==> config.mk <==
export PLATFORM = sky130hd
export DESIGN_NAME = crc16_unit
export DESIGN_NICKNAME = d
export VERILOG_FILES = /design/src/hdl/crc_scan_pkg.sv /design/src/hdl/crc16_unit.sv
export SDC_FILE = /design/constraint.sdc
export NUM_CORES = 1
export LEC_CHECK = 0
export BUFFER_PORTS_ARGS = -buffer_cell sky130_fd_sc_hd__clkbuf_2
export CAP_MARGIN = 20
export CORE_MARGIN = 2
export CORE_UTILIZATION = 45
export DETAILED_ROUTE_END_ITERATION = 7
export GPL_TIMING_DRIVEN = 0
export MAX_ROUTING_LAYER = met4
export PLACE_DENSITY = 0.72
export SLEW_MARGIN = 25
export SYNTH_ARGS = -nofsm -noshare
export SYNTH_HDL_FRONTEND = slang
export SYNTH_SLANG_ARGS = --single-unit
==> constraint.sdc <==
create_clock -name clk -period 3.6 [get_ports clk]
set_input_delay 0.36 -clock clk [delete_from_list [all_inputs] [get_ports clk]]
set_output_delay 0.36 -clock clk [all_outputs]
set_load 0.01 [all_outputs]
==> src/hdl/crc_scan_pkg.sv <==
// Constants and types shared by the flash CRC scanner
package crc_scan_pkg;
   // Register indices; byte address is index times stride
   localparam int IDX_CTRL   = 0;
   localparam int IDX_MODE   = 1;
   localparam int IDX_STAT   = 2;
   localparam int REG_STRIDE = 4;
   localparam int APB_AW     = 12;
   // Field positions
   localparam int B_EN    = 0;
   localparam int B_FAIL_INTERRUPT_ENABLE = 1;
   localparam int B_SRST  = 7;
   localparam int B_BUSY  = 0;
   localparam int B_OK    = 1;
   localparam int F_SRC   = 0;
   localparam int F_MODE  = 4;
   // Section select codes
   localparam logic [1:0] SEC_FLASH   = 2'h0;
   localparam logic [1:0] SEC_BOOT_PLUS_APP_SELECT = 2'h1;
   localparam logic [1:0] SEC_BOOT    = 2'h2;
   // CRC definition
   localparam logic [15:0] CRC_POLY = 16'h1021;
   localparam logic [15:0] CRC_INIT = 16'hffff;
   // Timing in main clock cycles, section unit as shift
   localparam int START_DLY  = 3;
   localparam int FETCH_DIV  = 3;
   localparam int SECT_SHIFT = 8;
   localparam logic OK_RST   = 1'b1;

   typedef enum logic [1:0] {
      ST_IDLE  = 2'b00,
      ST_DELAY = 2'b01,
      ST_SCAN  = 2'b11
   } scan_state_t;

   typedef struct packed {
      logic       fail_interrupt_enable;
      logic       enable;
      logic [1:0] mode;
      logic [1:0] src;
   } scan_cfg_t;

   localparam scan_cfg_t CFG_RST = 6'h00;
endpackage : crc_scan_pkg

==> src/hdl/crc16_unit.sv <==
// CRC-16 engine taking one flash word as two bytes
`timescale 1ns/1ns
module crc16_unit
   import crc_scan_pkg::*;
(
   // Clock and reset
   input  wire logic        clk,
   input  wire logic        rst,
   // Control and data
   input  wire logic        init,
   input  wire logic        load,
   input  wire logic [15:0] word,
   output logic      [15:0] crc
);
   function automatic logic [15:0] crc_byte(input logic [15:0] c, input logic [7:0] b);
      logic [15:0] v;
      logic        fb;
      v = c;
      for (int i = 7; i >= 0; i--) begin
         fb = v[15] ^ b[i];
         v = {v[14:0], 1'b0} ^ (fb ? CRC_POLY : 16'h0000);
      end
      return v;
   endfunction : crc_byte

   always_ff @(posedge clk) begin
      if (rst || init) begin
         crc <= CRC_INIT;
      end else if (load) begin
         // Lower address byte first
         crc <= crc_byte(crc_byte(crc, word[7:0]), word[15:8]);
      end
   end
endmodule : crc16_unit

Yosys cells after proc, flatten, opt, wreduce, memory -nomap -nowiden
Index checks and enable logic that the tools add are counted.

cells by class
  reduce and logical (&&, ||, !) cells = 1
  $lt $le $gt $ge = 0
  $mul = 0
  shifts and indexed selects = 0
  divide/modulo/power cells = 0
  add/sub/neg operators = 0
  bitwise operators = 32
  mux-type cells = 16
  equality and inequality tests = 0

operator list
  cell                                             number
  16-bit by 13-bit bitwise XOR with 16-bit output  16
  13-bit 2-to-1 mux                                16
  1-bit bitwise XOR                                16
  1-bit logical OR                                 1

word-level totals
  output and inout bits = 16
  ROM bits = 0
  memory bits (writable) = 0
  memories kept = 0
  input bits = 20
  bits in latches = 0
  word-level logic and storage cells = 50
  bits in registers = 16

Logic depth before layout (Yosys ltp)
  word-level depth = 48
  gate-level depth with buffers = 6
  mapped depth without buffers = 6

Worst setup path after synthesis
Ideal clock, no wire load.

  path kind = flip-flop to flip-flop
  start = reg crc[12]
  end = reg crc[12]
  cell stages (with the launch flop) = 7
  arrival = 1.795 ns
  setup slack = 1.671 ns
  path buffers = 0
  library setup time = 0.133 ns
  clock period less this slack = 1.929 ns
  data required time = 3.467 ns
  cell sequence = dfxtp_1 -> xor2_1 -> xnor2_2 -> xnor3_2 -> xnor2_1 -> and3_1 -> o21ai_1

between the ends
  word-level cells in the longest chain between the ends = 24

RTL lines
  item                                                             RTL line          source
  from (decl)                                                      crc16_unit.sv:13  output logic [15:0] crc
  from (signal assigned)                                           crc16_unit.sv:31  crc <= crc_byte(crc_byte(crc, word[7:0]), word[15:8]);
  16-bit by 13-bit bitwise XOR with 16-bit output * (3 in series)  crc16_unit.sv:21  v = {v[14:0], 1'b0} ^ (fb ? CRC_POLY : 16'h0000);
  1-bit bitwise XOR *                                              crc16_unit.sv:20  fb = v[15] ^ b[i];
  13-bit 2-to-1 mux *                                              crc16_unit.sv:21
  16-bit by 13-bit bitwise XOR with 16-bit output * (4 in series)  crc16_unit.sv:21
  1-bit bitwise XOR                                                crc16_unit.sv:20
  13-bit 2-to-1 mux                                                crc16_unit.sv:21
  16-bit by 13-bit bitwise XOR with 16-bit output * (4 in series)  crc16_unit.sv:21
  1-bit bitwise XOR                                                crc16_unit.sv:20
  13-bit 2-to-1 mux                                                crc16_unit.sv:21
  16-bit by 13-bit bitwise XOR with 16-bit output * (4 in series)  crc16_unit.sv:21
  1-bit bitwise XOR                                                crc16_unit.sv:20
  13-bit 2-to-1 mux                                                crc16_unit.sv:21
  16-bit by 13-bit bitwise XOR with 16-bit output *                crc16_unit.sv:21

Mark *: on every way between the ends. The rest lies on a longest branch, timed or not.
A chain may end at the register's enable or synchronous reset.

Final worst setup path
  start = reg crc[15]
  end = reg crc[15]

between the ends
  word-level cells in the longest chain between the ends = 24

RTL lines
  item                                                             RTL line
  1-bit bitwise XOR *                                              crc16_unit.sv:20
  13-bit 2-to-1 mux *                                              crc16_unit.sv:21
  16-bit by 13-bit bitwise XOR with 16-bit output * (4 in series)  crc16_unit.sv:21
  1-bit bitwise XOR                                                crc16_unit.sv:20
  13-bit 2-to-1 mux                                                crc16_unit.sv:21
  16-bit by 13-bit bitwise XOR with 16-bit output * (4 in series)  crc16_unit.sv:21
  1-bit bitwise XOR                                                crc16_unit.sv:20
  13-bit 2-to-1 mux                                                crc16_unit.sv:21
  16-bit by 13-bit bitwise XOR with 16-bit output * (4 in series)  crc16_unit.sv:21
  1-bit bitwise XOR                                                crc16_unit.sv:20
  13-bit 2-to-1 mux                                                crc16_unit.sv:21
  16-bit by 13-bit bitwise XOR with 16-bit output * (4 in series)  crc16_unit.sv:21

Marked as above.

==> results.txt <==
- Summed over all cells, the static leakage comes to slightly above 0.0006 µW.
* Clock transition at path regs: around 100 ps
- Buffers inserted during clock tree synthesis total 3.
- In this run the horizontal extent of the chip is 54.1 µm.
* Part of the cycle the worst path needs: 59.1%
* Data required time at the worst endpoint: between 3000 and 4000 ps
- Startpoint of the lowest-slack hold path: init
- Clk Latency, worst-skew pair: between 200 and 300 ps
- Slowest library cell on the worst path: xnor3_1
- Global routing used 19.1% of the available tracks.
- Using the TritonRoute via totals, the vias-per-cell ratio works out to about 5.
- Dominant delay contributor by cell family on the critical path: XOR/XNOR gates
* Number of hold-repair buffers added at the cts stage: 0
- Avg Inst Size Synth: 9.91 µm²
- Vias in the first global route: roughly 860
* Post-Place Cells: between 150 and 200
- Yosys mapped the design onto 19 distinct sky130hd cell types.
- Post-CTS Resized: 0
- Synthesis produced a netlist whose cell count is ~110.
* Reg2reg setup slack: 1470 ps
* Number of cells in the finished layout apart from fillers: ~180
- The worst hold path terminates at crc[11]$_SDFFE_PP1P_.
- Register containing the most flip-flops in the final layout: crc
- The post-route netlist has approximately a third of its cells at a drive strength greater than 1.
- Cells on Worst Hold Path: 3
- Worst max-slew margin expressed relative to the limit: about two thirds
* Setup CP Type: reg -> reg
- Worst-Margin Slew: around 490 ps
- PwrDens: approximately 1300 nW/µm²
- DRC errors left: 0
- The worst register-to-register path has a depth of 6.
* Count of flip-flops with a built-in enable after synthesis: 0
- Type of destination of the critical path: register
* Number of levels the H-tree was split into: 1
- The first global-routing pass estimated 3800 µm of wire.
* Total length of routed wires: approximately 2400 µm
* Crit path launch type: register
- Area of the die: between 2000 and 3000 µm²
- Max clock buf depth: 2
* Antenna Cells: 0
- The worst register-to-register path ends at crc[15]$_SDFFE_PP1P_.
- Fmax: 470 MHz
- After floorplanning, the core was divided into 18 placement rows.
* Number of storage elements in the synthesis netlist: 16
- Post-synth top flop: dfxtp_1
- The detailed router finished its first iteration with 7 violations.
* Classification of the worst-slack hold path: in -> reg
- The initial antenna violation count was 0.
* Flip-flop count of the largest register, all copies and words added: 16
- For this run the aggregate overflow at the end of global routing stands at 0.
- CTS tree: yes
- Final count of negative-setup-slack endpoints: 0
- The mapped netlist covers 1130 µm².
- Counting the fill cells in the layout gives 226.
- The worst path needs around 2100 ps of the cycle, external delays included.
* Worst endpoint data arrival time: 2300 ps
- Buf+Inv Stages, Crit Path: 0
- The number of nets handed over by synthesis was ~130.
- Along the worst path, the maximum fanout reaches 4.
* Number of routed nets with antenna violations: 0
- Core Box Area: between 2000 and 2500 µm²
- On the final layout, the worst clock skew is roughly 5.2 ps.
* Setup tns final: 0 ps
* Setup repair after global routing missed its margin: false
- Entering global routing, the biggest net connects 11 pins.
- Sequential area share after synthesis: roughly 28%
- Chip height: 54.1 µm
* Hold Violations, Final: 0
- Starting density of the core: between 40% and 50%
- The flow ran to the end, and the final reports show no timing, DRC or antenna violations.
- From synthesis to final layout, the design area changed by 20.8%.
- In the final routed layout, each cell accounts on average for ~13 µm.
- Max-slew violation total from the final report: 0
- Peak ir drop on the vdd network: 0.608 mV
* Estimated wirelength of the detail-placed design: approximately 1900 µm
- The detailed router placed 919 vias in this run.
* Post-CTS Repair Setup Buffers: 0
- Leading registers by flop count: crc: 16 flops
- Share of flip-flops with an asynchronous set or reset: 0%
- Number of search-and-repair iterations in the first detailed-routing pass: 6
- Clock root cell: clkbuf_4
- At the end of the flow, the number of nets in the layout was about 170.
- CTS saw 16 sinks.
* Count of boundary I/O pins: 36
* Critical path, cell by cell: xnor2_2 > xnor3_1 > xnor2_2 > xnor3_1 > o21ai_0 > nand3b_1
- Number of port buffers: 35
* Stage delay of the slowest cell on the critical path: roughly 540 ps
- # Max-Cap Violations: 0
- Yosys printed 0 warnings.
- Crit Reg-Reg Startpoint: crc[15]$_SDFFE_PP1P_
* Placer's final routability congestion estimate: a little under 0.8
==> power breakdown <==
| part | internal [µW] | switching [µW] |
|---|---|---|
| clock network | 38.9 | 61.0 |
| logic | 711 | 610 |
| registers | 240 | 65.3 |
==> through the flow <==
| step | instance area (µm²) | utilization [%] | worst slack, ps | total power [µW] | hold WS (ps) |
|---|---|---|---|---|---|
| final | 1370 | 56.1 | 1470 | 1730 | 408 |
| after global routing | 1370 | 56.1 | 1320 | 1870 | 426 |
| after CTS | 1370 | 56.1 | 1460 | 1730 | 405 |
| after detailed placement | 1340 | 55.2 | 1390 | 1630 | 510 |
| after global placement | 1340 | 55.2 | 1410 | 1600 | 501 |
| after floorplan | 1130 | - | 1670 | 1410 | 524 |
==> routing by layer <==
metal | vias to the layer above | track usage, % | routed length, µm | share of wire [%]
met5 | - | - | 0 | 0
met4 | 0 | 5.42 | 36 | 1.5
met3 | 4 | 2.50 | 89 | 3.7
met2 | 21 | 32.9 | 1210 | 51
met1 | 439 | 23.2 | 1050 | 44
li1 | 455 | - | - | -
==> tightest hold or removal path, stage by stage <==
cell,delay [ps]
clkbuf_2,90
nor2_1,120
o21ai_0,100
==> cell usage in the layout (no fill, tap or decap) <==
master and count:
xnor3_1 3, nor2_1 5, xnor2_2 7, xnor3_2 3, clkbuf_4 3, or2_2 1, inv_1 1, a21oi_1 2
a31oi_1 3, o21ai_1 3, dfxtp_1 16, nor3_1 6, o21ai_0 10, clkbuf_2 35, and3_1 2, nand3b_1 3
xor2_1 8, clkbuf_1 3, nand2_1 12, xnor2_1 25, xor3_1 1
==> how the worst max path moves through the flow <==
stage / from / to / slack, ps / depth (start not counted)
global route: crc[15]$_SDFFE_PP1P_ / crc[15]$_SDFFE_PP1P_ / 1320 / 6
detailed placement: word[7] / crc[15]$_SDFFE_PP1P_ / 1390 / 7
floorplan: crc[12]$_SDFFE_PP1P_ / crc[12]$_SDFFE_PP1P_ / 1670 / 6
finish: crc[15]$_SDFFE_PP1P_ / crc[15]$_SDFFE_PP1P_ / 1470 / 6
CTS: crc[15]$_SDFFE_PP1P_ / crc[15]$_SDFFE_PP1P_ / 1460 / 6
global placement: word[6] / crc[7]$_SDFFE_PP1P_ / 1410 / 7
==> synth_stat cells (5+ instances only) <==
cell,instances,area share (%)
nand2_1,12,4.0
nor2_1,5,1.7
dfxtp_1,16,28
xnor2_2,7,10
o21ai_0,10,4.4
nor3_1,6,2.7
xnor2_1,25,19
xor2_1,8,6.2
==> area by class of cell <==
class	count	area (µm²)	share of cell area [%]
inverter	1	3.75	0.275
timing repair buffer	35	175	12.8
sequential	16	320	23.5
buffer	3	11.3	0.825
multi-input combinational	94	795	58.2
clock buffer	3	22.5	1.65
tap	30	37.5	2.75
==> kinds of logic after synthesis <==
| logic type | share of synthesized area [%] |
|---|---|
| buffers and inverters | 1.33 |
| flip-flops | 28.4 |
| AO/OA/AOI/OAI | 8.31 |
| XOR/XNOR | 50.1 |
| AND/OR/NAND/NOR | 12.0 |
Note: power is estimated with default switching activity, not from simulation.
